$ cat src/inc/pwr_rst_consts.svh
// Purpose: Offsets, fields, defaults and timing counts of the power block
// Assumes: 8-bit registers, index = bus address
// Notes:   Definitions only
`ifndef PWR_RST_CONSTS_SVH
`define PWR_RST_CONSTS_SVH

`define ADDR_W          5
`define REG_FIRST       5'h01
`define REG_LAST        5'h11
`define REG_CODEC1_CTRL 5'h02
`define REG_MIC_GAIN    5'h05
`define REG_SIDETONE    5'h06
`define REG_CODEC2_CTRL 5'h07
`define REG_SPK_GAIN    5'h0A
`define REG_SPK_DRV     5'h0B
`define REG_HS_DRV      5'h0D
`define REG_ANALOG      5'h0E
`define REG_STATUS      5'h12

`define BIT_SW_RESET    7
`define BIT_CODEC_PD    6
`define BIT_ANALOG_PD   7
`define BIT_HD_DRV_PD   6
`define BIT_LN_DRV_PD   5
`define BIT_DRV_PD      7

`define GAIN_HS_LSB     0
`define GAIN_HD_LSB     2
`define SIDE_HS_LSB     0
`define SIDE_HD_LSB     4

`define SIDETONE_14DB   4'h4
`define REG_DEFAULT     8'h00
`define SIDETONE_DEFAULT {`SIDETONE_14DB, `SIDETONE_14DB}

`define RST_WAIT_US     10
`define CLK_MHZ         40
`define RST_WAIT_CYC    (`RST_WAIT_US * `CLK_MHZ)
`define PD_WAIT_FRAMES  2'h2
`define FRAME_BCLKS     9'h100
`define SLOT_BCLKS      16

`endif

$ cat src/inc/pwr_rst_pkg.sv
// Purpose: Types shared by the power-down and reset control block
// Assumes: Constants come from pwr_rst_consts.svh
// Notes:   Gain codes follow the preamplifier settings
package pwr_rst_pkg;

  typedef enum logic [1:0] {
    MIC_0DB, MIC_14DB, MIC_23DB, MIC_MUTE
  } mic_gain_e;

  typedef enum logic [2:0] {
    SPK_0DB, SPK_20DB, SPK_32DB, SPK_42DB, SPK_MUTE
  } spk_gain_e;

  typedef enum {
    LNK_RST_WAIT, LNK_PD_WAIT, LNK_SWR_WAIT, LNK_READY
  } link_state_e;

  typedef struct packed {
    logic hw_pd;
    logic codec1_pd;
    logic codec2_pd;
    logic analog_pd;
    logic handset_drv_pd;
    logic headset_drv_pd;
    logic line_drv_pd;
    logic speaker_drv_pd;
  } pd_ctrl_s;

  typedef struct packed {
    mic_gain_e handset_mic_input;
    mic_gain_e headset_mic_input;
    spk_gain_e speakerphone_mic_input;
    logic [3:0] handset_sidetone;
    logic [3:0] headset_sidetone;
  } gain_ctrl_s;

endpackage

$ cat src/rtl/codec_power_reset.sv
// Purpose: Power-down and reset control for a dual voice codec
// Assumes: Pins power_down_pin, frame_sync and bit_clk are asynchronous
// Notes:   Host waits are tracked and shown on host_ready
//
// The address-and-strobe port and the register offsets were decided locally.
`include "pwr_rst_consts.svh"
`timescale 1ns/1ps
`default_nettype none

module codec_power_reset
  import pwr_rst_pkg::*;
(
  input  wire logic                clk,
  input  wire logic                nrst,
  input  wire logic [`ADDR_W-1:0]  reg_addr,
  input  wire logic [7:0]          reg_wdata,
  input  wire logic                reg_write,
  input  wire logic                reg_read,
  output logic      [7:0]          reg_rdata,
  input  wire logic                power_down_pin,
  input  wire logic                frame_sync,
  input  wire logic                bit_clk,
  output pd_ctrl_s                 pd_ctrl,
  output gain_ctrl_s               gain_ctrl,
  output logic      [3:0]          frame_slot,
  output logic      [7:0]          codec1_frames,
  output logic      [7:0]          codec2_frames,
  output logic                     codec1_reset,
  output logic                     codec2_reset,
  output logic                     host_ready
);

  localparam int WAIT_CYC = `RST_WAIT_CYC;

  // Register group membership; used by the software-reset next-value logic only
  function automatic logic in_group1(input logic [`ADDR_W-1:0] a);
    in_group1 = (a >= 5'h01 && a <= 5'h05) || a == 5'h0F;
  endfunction

  function automatic logic in_group2(input logic [`ADDR_W-1:0] a);
    in_group2 = (a >= 5'h06 && a <= 5'h0E) || a == 5'h10 || a == 5'h11;
  endfunction

  function automatic logic [7:0] reg_default(input logic [`ADDR_W-1:0] a);
    reg_default = (a == `REG_SIDETONE) ? `SIDETONE_DEFAULT : `REG_DEFAULT;
  endfunction

  // Pin synchronisers; first stage feeds only the second
  logic [2:0] sync1_reg, sync1_next;
  logic [2:0] sync2_reg, sync2_next;
  logic       bclk_d_reg, fs_d_reg;
  logic       pd_pin, fs_pin, bclk_pin, bclk_rise, fs_rise;

  always_comb begin
    sync1_next = {bit_clk, frame_sync, power_down_pin};
    sync2_next = sync1_reg;
  end

  always_ff @(posedge clk) begin
    if (!nrst) begin
      sync1_reg  <= 3'h0;
      sync2_reg  <= 3'h0;
      bclk_d_reg <= 1'b0;
      fs_d_reg   <= 1'b0;
    end else begin
      sync1_reg  <= sync1_next;
      sync2_reg  <= sync2_next;
      bclk_d_reg <= sync2_reg[2];
      fs_d_reg   <= sync2_reg[1];
    end
  end

  assign pd_pin    = sync2_reg[0];
  assign fs_pin    = sync2_reg[1];
  assign bclk_pin  = sync2_reg[2];
  assign bclk_rise = bclk_pin & ~bclk_d_reg;
  assign fs_rise   = fs_pin & ~fs_d_reg;

  // Register file; power-down never reaches it, only resets do
  logic [7:0] regs_reg  [`REG_FIRST:`REG_LAST];
  logic [7:0] regs_next [`REG_FIRST:`REG_LAST];
  logic       swr1, swr2;

  assign swr1 = regs_reg[`REG_CODEC1_CTRL][`BIT_SW_RESET];
  assign swr2 = regs_reg[`REG_CODEC2_CTRL][`BIT_SW_RESET];

  always_comb begin
    for (int i = `REG_FIRST; i <= `REG_LAST; i++) begin
      if ((swr1 && in_group1(5'(i))) || (swr2 && in_group2(5'(i)))) begin
        regs_next[i] = reg_default(5'(i));
      end else if (reg_write && reg_addr == 5'(i)) begin
        regs_next[i] = reg_wdata;
      end else begin
        regs_next[i] = regs_reg[i];
      end
    end
  end

  always_ff @(posedge clk) begin
    for (int i = `REG_FIRST; i <= `REG_LAST; i++) begin
      if (!nrst) begin
        regs_reg[i] <= reg_default(5'(i));
      end else begin
        regs_reg[i] <= regs_next[i];
      end
    end
  end

  // Frame timing and codec counters
  logic [7:0] bit_cnt_reg, bit_cnt_next;
  logic [7:0] c1_cnt_reg, c1_cnt_next, c2_cnt_reg, c2_cnt_next;
  logic       clr1, clr2, c1_pd, c2_pd;

  assign c1_pd = regs_reg[`REG_CODEC1_CTRL][`BIT_CODEC_PD];
  assign c2_pd = regs_reg[`REG_CODEC2_CTRL][`BIT_CODEC_PD];
  assign clr1  = pd_pin | c1_pd | swr1;
  assign clr2  = pd_pin | c2_pd | swr2;

  always_comb begin
    bit_cnt_next = bit_cnt_reg;
    if (pd_pin || fs_rise) begin
      bit_cnt_next = 8'h00;
    end else if (bclk_rise) begin
      bit_cnt_next = bit_cnt_reg + 8'h01;
    end
    c1_cnt_next = clr1 ? 8'h00 : c1_cnt_reg + {7'h00, fs_rise};
    c2_cnt_next = clr2 ? 8'h00 : c2_cnt_reg + {7'h00, fs_rise};
  end

  always_ff @(posedge clk) begin
    if (!nrst) begin
      bit_cnt_reg <= 8'h00;
      c1_cnt_reg  <= 8'h00;
      c2_cnt_reg  <= 8'h00;
    end else begin
      bit_cnt_reg <= bit_cnt_next;
      c1_cnt_reg  <= c1_cnt_next;
      c2_cnt_reg  <= c2_cnt_next;
    end
  end

  // Host access gating after reset, power-down release and software reset
  link_state_e lnk_reg, lnk_next;
  logic [8:0]  wait_reg, wait_next;
  logic [1:0]  fs_seen_reg, fs_seen_next;
  logic        pd_fall;
  logic        pd_d_reg;

  assign pd_fall = ~pd_pin & pd_d_reg;

  always_comb begin
    lnk_next     = lnk_reg;
    wait_next    = wait_reg;
    fs_seen_next = fs_seen_reg;
    case (lnk_reg)
      LNK_RST_WAIT: begin
        wait_next = wait_reg + 9'h001;
        if (wait_reg == 9'(WAIT_CYC - 1)) begin
          lnk_next = LNK_READY;
        end
      end
      LNK_PD_WAIT: begin
        if (fs_rise) begin
          fs_seen_next = fs_seen_reg + 2'h1;
        end
        if (fs_rise && fs_seen_reg == `PD_WAIT_FRAMES - 2'h1) begin
          lnk_next = LNK_READY;
        end
      end
      LNK_SWR_WAIT: begin
        if (fs_rise) begin
          lnk_next = LNK_READY;
        end
      end
      LNK_READY: begin
      end
      default: begin
        lnk_next = LNK_RST_WAIT;
      end
    endcase
    // Power-down outranks a software reset wait
    if (pd_pin || pd_fall) begin
      lnk_next     = LNK_PD_WAIT;
      fs_seen_next = 2'h0;
    end else if ((swr1 || swr2) && lnk_reg != LNK_RST_WAIT) begin
      lnk_next = LNK_SWR_WAIT;
    end
  end

  always_ff @(posedge clk) begin
    if (!nrst) begin
      lnk_reg     <= LNK_RST_WAIT;
      wait_reg    <= 9'h000;
      fs_seen_reg <= 2'h0;
      pd_d_reg    <= 1'b0;
    end else begin
      lnk_reg     <= lnk_next;
      wait_reg    <= wait_next;
      fs_seen_reg <= fs_seen_next;
      pd_d_reg    <= pd_pin;
    end
  end

  // Registered outputs
  pd_ctrl_s   pd_next;
  gain_ctrl_s gain_next;
  logic [7:0] rdata_next;
  logic [2:0] spk_code;

  always_comb begin
    spk_code                 = regs_reg[`REG_SPK_GAIN][2:0];
    pd_next.hw_pd            = pd_pin;
    pd_next.codec1_pd        = c1_pd;
    pd_next.codec2_pd        = c2_pd;
    pd_next.analog_pd        = regs_reg[`REG_ANALOG][`BIT_ANALOG_PD];
    pd_next.handset_drv_pd   = regs_reg[`REG_HS_DRV][`BIT_DRV_PD];
    pd_next.headset_drv_pd   = regs_reg[`REG_ANALOG][`BIT_HD_DRV_PD];
    pd_next.line_drv_pd      = regs_reg[`REG_ANALOG][`BIT_LN_DRV_PD];
    pd_next.speaker_drv_pd   = regs_reg[`REG_SPK_DRV][`BIT_DRV_PD];
    gain_next.handset_mic_input =
      mic_gain_e'(regs_reg[`REG_MIC_GAIN][`GAIN_HS_LSB +: 2]);
    gain_next.headset_mic_input =
      mic_gain_e'(regs_reg[`REG_MIC_GAIN][`GAIN_HD_LSB +: 2]);
    // Codes past the table mute, so no stray code gives gain
    gain_next.speakerphone_mic_input =
      (spk_code > 3'h4) ? SPK_MUTE : spk_gain_e'(spk_code);
    gain_next.handset_sidetone =
      regs_reg[`REG_SIDETONE][`SIDE_HS_LSB +: 4];
    gain_next.headset_sidetone =
      regs_reg[`REG_SIDETONE][`SIDE_HD_LSB +: 4];
    rdata_next = 8'h00;
    if (reg_read) begin
      if (reg_addr >= `REG_FIRST && reg_addr <= `REG_LAST) begin
        rdata_next = regs_reg[reg_addr];
      end else if (reg_addr == `REG_STATUS) begin
        rdata_next = {5'h00, lnk_reg == LNK_READY, c1_pd | c2_pd, pd_pin};
      end
    end
  end

  always_ff @(posedge clk) begin
    if (!nrst) begin
      pd_ctrl       <= '0;
      gain_ctrl     <= '0;
      reg_rdata     <= 8'h00;
      frame_slot    <= 4'h0;
      codec1_frames <= 8'h00;
      codec2_frames <= 8'h00;
      codec1_reset  <= 1'b1;
      codec2_reset  <= 1'b1;
      host_ready    <= 1'b0;
    end else begin
      pd_ctrl       <= pd_next;
      gain_ctrl     <= gain_next;
      reg_rdata     <= rdata_next;
      frame_slot    <= bit_cnt_reg[7:4];
      codec1_frames <= c1_cnt_reg;
      codec2_frames <= c2_cnt_reg;
      codec1_reset  <= swr1;
      codec2_reset  <= swr2;
      host_ready    <= lnk_reg == LNK_READY;
    end
  end

  // Checks
  a_hwpd_follow_pin: assert property (
    @(posedge clk) disable iff (!nrst)
    $rose(pd_pin) |=> pd_ctrl.hw_pd)
    else $error("hardware power-down output did not follow pin");

  a_regs_kept_pd: assert property (
    @(posedge clk) disable iff (!nrst)
    (pd_pin && !reg_write && !swr1 && !swr2) |=>
      regs_reg[`REG_ANALOG] == $past(regs_reg[`REG_ANALOG]))
    else $error("register changed during hardware power-down");

  a_cnt_clear_hw: assert property (
    @(posedge clk) disable iff (!nrst)
    pd_pin |=> (c1_cnt_reg == 8'h00 && c2_cnt_reg == 8'h00
                && bit_cnt_reg == 8'h00))
    else $error("counters not cleared in hardware power-down");

  a_codec_cnt_clr: assert property (
    @(posedge clk) disable iff (!nrst)
    (c1_pd && !reg_write && !swr1) |=> c1_cnt_reg == 8'h00 ##0
      regs_reg[`REG_CODEC1_CTRL] == $past(regs_reg[`REG_CODEC1_CTRL]))
    else $error("codec power-down did not clear counter only");

  a_analog_pd_out: assert property (
    @(posedge clk) disable iff (!nrst)
    regs_reg[`REG_ANALOG][`BIT_ANALOG_PD] |=> pd_ctrl.analog_pd)
    else $error("analog master power-down not driven");

  a_drv_pd_out: assert property (
    @(posedge clk) disable iff (!nrst)
    regs_reg[`REG_HS_DRV][`BIT_DRV_PD] != regs_reg[`REG_SPK_DRV][`BIT_DRV_PD]
      |=> pd_ctrl.handset_drv_pd != pd_ctrl.speaker_drv_pd)
    else $error("driver power-downs not independent");

  a_swreset_grp1: assert property (
    @(posedge clk) disable iff (!nrst)
    swr1 |=> regs_reg[`REG_CODEC1_CTRL] == `REG_DEFAULT ##1 !codec1_reset)
    else $error("register 2 reset did not default group");

  a_swreset_grp2: assert property (
    @(posedge clk) disable iff (!nrst)
    swr2 |=> regs_reg[`REG_SIDETONE] == `SIDETONE_DEFAULT
      && regs_reg[`REG_ANALOG] == `REG_DEFAULT)
    else $error("register 7 reset did not default group");

  a_ready_after_pd: assert property (
    @(posedge clk) disable iff (!nrst)
    pd_fall |-> !host_ready [*3])
    else $error("ready raised too soon after power-down");

  // Power-down takes the link over, so only a plain reset is checked
  a_swr_link_wait: assert property (
    @(posedge clk) disable iff (!nrst)
    ((swr1 || swr2) && !pd_pin && !pd_fall && lnk_reg != LNK_RST_WAIT)
      |=> lnk_reg == LNK_SWR_WAIT ##1 !host_ready)
    else $error("software reset did not hold off host traffic");

  a_reset_wait: assert property (
    @(posedge clk)
    $rose(nrst) |-> !host_ready [*8])
    else $error("ready raised too soon after reset");

endmodule // codec_power_reset

`default_nettype wire

$ cat config.mk
export PLATFORM = sky130hd
export DESIGN_NAME = codec_power_reset
export DESIGN_NICKNAME = d
export VERILOG_FILES = /design/src/inc/pwr_rst_pkg.sv /design/src/rtl/codec_power_reset.sv
export VERILOG_INCLUDE_DIRS = /design/src /design/src/inc
export SDC_FILE = /design/constraint.sdc
export NUM_CORES = 1
export LEC_CHECK = 0
export BUFFER_PORTS_ARGS = -buffer_cell sky130_fd_sc_hd__buf_2
export CAP_MARGIN = 15
export CORE_ASPECT_RATIO = 0.8
export CORE_MARGIN = 3
export CORE_UTILIZATION = 40
export CTS_BUF_LIST = sky130_fd_sc_hd__clkbuf_8
export DETAILED_ROUTE_END_ITERATION = 8
export SLEW_MARGIN = 20
export SYNTH_ARGS = -nofsm -noshare
export SYNTH_HDL_FRONTEND = slang
export SYNTH_SLANG_ARGS = --single-unit
export TNS_END_PERCENT = 100
$ cat constraint.sdc
create_clock -name clk -period 3.9 [get_ports clk]
set_clock_uncertainty 0.2 [all_clocks]
set_input_delay 0.39 -clock clk [delete_from_list [all_inputs] [get_ports clk]]
set_output_delay 0.39 -clock clk [all_outputs]
set_load 0.02 [all_outputs]
After elaboration in Yosys (flattened, before gate mapping)
Memories as Yosys holds them, arrays and structs flattened. A register that Yosys moved wholly into a read port is not among the register bits.
Cells that the tools add are included.

storage, ports and cells
  bits in registers = 112
  RAM bits = 136
  input port bits = 20
  output and inout port bits = 54
  word-level logic and storage cells = 235
  memories kept = 1

operators by class
  $add $sub $neg = 5
  $lt $le $gt $ge = 3
  eq/ne operators = 52
  multiplexer cells = 62
  bitwise operators = 30
  reductions and logical operators = 58

memories
  name      words  width  rd ports  clocked after Yosys merged registers in  write ports  line                     source
  regs_reg  17     8      9         5                                        17           codec_power_reset.sv:80  logic [7:0] regs_reg [`REG_FIRST:`REG_LAST];

operators by type and width
  cell                                                              number
  8-bit two-way mux                                                 52
  32-bit case mux with 4 select lines                               1
  32-bit two-way mux                                                3
  32-bit by 2-bit == test with 1-bit output, second input constant  2
  2-bit inequality test, second input constant                      21
  5-bit by 4-bit == test with 1-bit output, second input constant   8
  2-bit AND reduction                                               19
  32-bit by 1-bit == test with 1-bit output, second input constant  1
  32-bit by 3-bit == test with 1-bit output, second input constant  1
  32-bit logical NOT                                                1
  32-bit nonzero test                                               1
  1-bit bitwise OR                                                  22
  5-bit by 3-bit == test with 1-bit output, second input constant   4
  1-bit logical AND                                                 20
  8-bit by 1-bit adder with 8-bit output                            2
  5-bit == test, second input constant                              3
  3-bit inequality test, second input constant                      4
  4-bit inequality test, second input constant                      3
  4-bit AND reduction                                               3
  5-bit by 2-bit == test with 1-bit output, second input constant   2
  2-bit OR reduction                                                5
  9-bit by 1-bit adder with 9-bit output, second input constant     1
  9-bit == test, second input constant                              1
  8-bit by 1-bit adder with 8-bit output, second input constant     1
  other kinds (14)                                                  29

Depth between registers and ports, before layout
  word-level depth = 7
  depth in mapped cells = 8
  gate-level depth less buffers = 7

Least setup slack after synthesis
OpenSTA, ideal clock, no wires.

  path type = input -> register
  start point = in reg_addr[3]
  end point = mem regs_reg[15][0], enable pin
  setup time = 0.384 ns
  data arrival time = 1.571 ns
  required time = 3.316 ns
  setup slack = 1.745 ns
  stages on the path = 4
  buffers on the path = 2
  cells stage by stage = buf_2 > nand4b_1 > clkbuf_1 > o21ai_0

RTL lines
  element             line                     source
  start: declaration  codec_power_reset.sv:15  input wire logic [`ADDR_W-1:0] reg_addr,
  end: declaration    codec_power_reset.sv:80

Worst setup path after layout
  start point = in reg_addr[1]
  end point = reg reg_rdata[3]

on the way
  cells in the longest elaborated chain, start to end = 3
  elaborated cells on any way between the ends = 5
  classes of those cells = order compare (2); mux (1); reduce/logical (1); memory (1)

ends and longest elaborated chain
  element                                                                                                 line                      source
  5-bit by 1-bit >= comparator with 1-bit output (no line) / 5-bit <= comparator (equally long branches)  n/a
  1-bit logical AND (no line)                                                                             n/a
  8-bit two-way mux (*)                                                                                   codec_power_reset.sv:233  if (reg_addr >= `REG_FIRST && reg_addr <= `REG_LAST) begin
  end signal: assignment                                                                                  codec_power_reset.sv:255  reg_rdata <= rdata_next;
  end: declaration                                                                                        codec_power_reset.sv:19   output logic [7:0] reg_rdata,

Mark *: on every way between the ends. The rest lies on a longest branch, timed or not.
A chain may end at the register's enable or synchronous reset.

==> results.sh <==
export IMPL_drv_slew=0
export IMPL_vias=7084
export IMPL_wl_per_cell_um=19.7
export IMPL_ys_types=58
export IMPL_pwr_density_cell_nw_per_um2=464
export IMPL_core_area_um2=23500
export IMPL_timing_final_crit_share_pct=68.7
export IMPL_die_h_um=145
export IMPL_routabilityCongestion=0.878
export IMPL_largest_reg_flops=136
export IMPL_total_power_mw=5.12
export IMPL_die_area_um2=26000
export IMPL_avgSynthCellArea_um2=10.6
export IMPL_clockBufferDepth=3
export IMPL_antennaDiodeCount=0
export IMPL_fin_crit_ns=2.68
export IMPL_fin_nets=1007
export IMPL_final_common_cell="dfxtp_1"
export IMPL_cts_tree="yes"
export IMPL_max_cap_viol_count=0
export IMPL_cp_max_fo=35
export IMPL_max_freq_ghz=0.373
export IMPL_setup_viol=0
export IMPL_synth_warnings=0
export IMPL_cts_buffers=40
export IMPL_worst_ep_arrival_time_ns=2.84
export IMPL_cp_required_ns=4.06
export IMPL_drtIter0Drc=756
export IMPL_slew_headroom_pct=20.2
export IMPL_hold_viol=0
export IMPL_grt_pass1_wl_um=40600
export IMPL_grt_remaining_overflow=0
export IMPL_drive_above_1_share_pct=17.3
export IMPL_clkTransAtPathRegs_ns=0.06
export IMPL_hold_path_class="in -> reg"
export IMPL_syn_area_um2=9650
export IMPL_cts_sinks=235
export IMPL_synth_main_ff_cell="dfxtp_1"
export IMPL_r2r_slack_ns=1.50
export IMPL_dp_hpwl_um=17500
export IMPL_port_buffers=73
export IMPL_tns_ns=0
export IMPL_p_leak_nw=4.42
export IMPL_wl_um=26100
export IMPL_htree_levels=2
export IMPL_grt_pass1_vias=6832
export IMPL_cp_start_kind="input port"
export IMPL_via_per_inst=5.35
export IMPL_floorplan_initialDensity_pct=41.0
export IMPL_syn_to_final_growth_pct=14.4
export IMPL_ys_top_cells_by_area="dfxtp_1, edfxtp_1, nor2_1"
export IMPL_synth_area_leader_cell="dfxtp_1"
export IMPL_end_kind="register"
export IMPL_track_usage_pct=19.8
export IMPL_syn_num_nets=941
export IMPL_worstSetupPathType="in -> reg"
export IMPL_clk_insertion_delay_late_ns=0.53
export IMPL_die_w_um=180
export IMPL_final_cell_mix="dfxtp_1, nor2_1, nand2_1"
export IMPL_antenna_found_initial=1
export IMPL_grt_start_max_net_pins=69
export IMPL_worstMarginPinSlew_ns=1.17
export IMPL_io_pins=74
export IMPL_drc=0
export IMPL_synth_edf_count=72
export IMPL_synthDominantCellAreaShare_pct=33.8
export IMPL_final_antenna_net_count=0
export IMPL_dr_pass1_iters=6
export IMPL_ys_seq_area_share_pct=56.2
export IMPL_post_cts_buffers=0
export IMPL_postSynthCellCount=914
export IMPL_outcome="finished clean"
export IMPL_num_rows=50
export IMPL_async_flop_share_pct=0
export IMPL_synth_seq_cells=235
export IMPL_cts_root_buf="clkbuf_8"
export IMPL_peakVddDrop_v=0.000169
export IMPL_grt_setup_unrepaired="no"
## routing by layer
layer	up-vias	part of all wire (%)	global-route usage, %	wire length [µm]
met1	3400	47	30.0	12300
met3	58	7.9	3.91	2060
met5	-	0.027	0	7
li1	3320	-	-	-
met4	2	3.0	7.34	782
met2	304	42	28.0	10900
## cells in the mapped netlist (all sizes together), types with 12 or more instances
| cell type | count |
|---|---|
| a21oi | 49 |
| and2 | 56 |
| buf | 28 |
| clkbuf | 37 |
| dfxtp | 163 |
| edfxtp | 72 |
| inv | 12 |
| mux2i | 31 |
| mux4 | 24 |
| nand2 | 83 |
| nand2b | 19 |
| nand3 | 30 |
| nor2 | 130 |
| o21ai | 44 |
| xor2 | 19 |
## worst max-delay path: stages
cell and delay [ns]:
buf_2 0.53, buf_4 0.41, mux4_1 0.34, a2111oi_0 1.03, nor4b_1 0.14
## cell type report
class                           instances  area (µm²)
Fill cell                            2193       12500
Tap cell                              312         390
Clock buffer                           51         702
Sequential cell                       235        5430
Inverter                               12        45.0
Multi-Input combinational cell        602        3860
Clock inverter                         23         121
Timing Repair Buffer                   89         493
## power breakdown
part | switching, mW | total (mW) | internal (mW)
combinational | 0.213 | 0.305 | 0.0919
sequential | 0.0250 | 2.59 | 2.56
clock | 0.988 | 2.23 | 1.24
total | 1.23 | 5.12 | 3.90
## stage by stage
step                setup WS (ns)  cells  utilization, %  hold slack [ns]  instance area (µm²)
global route                 1.28   1324            46.9           0.0555                11000
finish                       1.22   1324            46.9           0.0734                11000
floorplan                    1.74    914               -            0.212                 9650
global placement            0.857   1247            43.3            0.220                10200
CTS                          1.39   1324            46.9           0.0405                11000
detailed placement          0.819   1247            43.3            0.223                10200
## cells by family (layout without fill, tap and decap cells)
group                      count (synthesis)  count (layout)  share of synthesized area (%)
muxes                                     56              56                           9.05
AOI/OAI and AO/OA                        131             131                           7.81
DFF                                      235             235                           56.2
xor gates and xnor gates                  26              26                           2.36
buffers and inverters                     77             175                           3.76
adders and majority gates                  7               7                          0.908
and+or+nand+nor                          382             382                           19.9
## worst paths after layout
check / startpoint / to / cells after the start
worst max register to register: regs_reg[8][3] / reg_rdata[3] / 3
worst min-delay path: reg_wdata[7] / regs_reg[13][7] / 3
worst min register to register: sync1_reg[0] / sync2_reg[0] / 1
worst max-delay path: reg_addr[1] / reg_rdata[3] / 5
## repair_timing
action | CTS | global route
hold buffers | 3 | 0
resized for setup | 0 | 0
endpoints found under the hold margin | 3 | 0
Power figures use the tool's default switching activity.
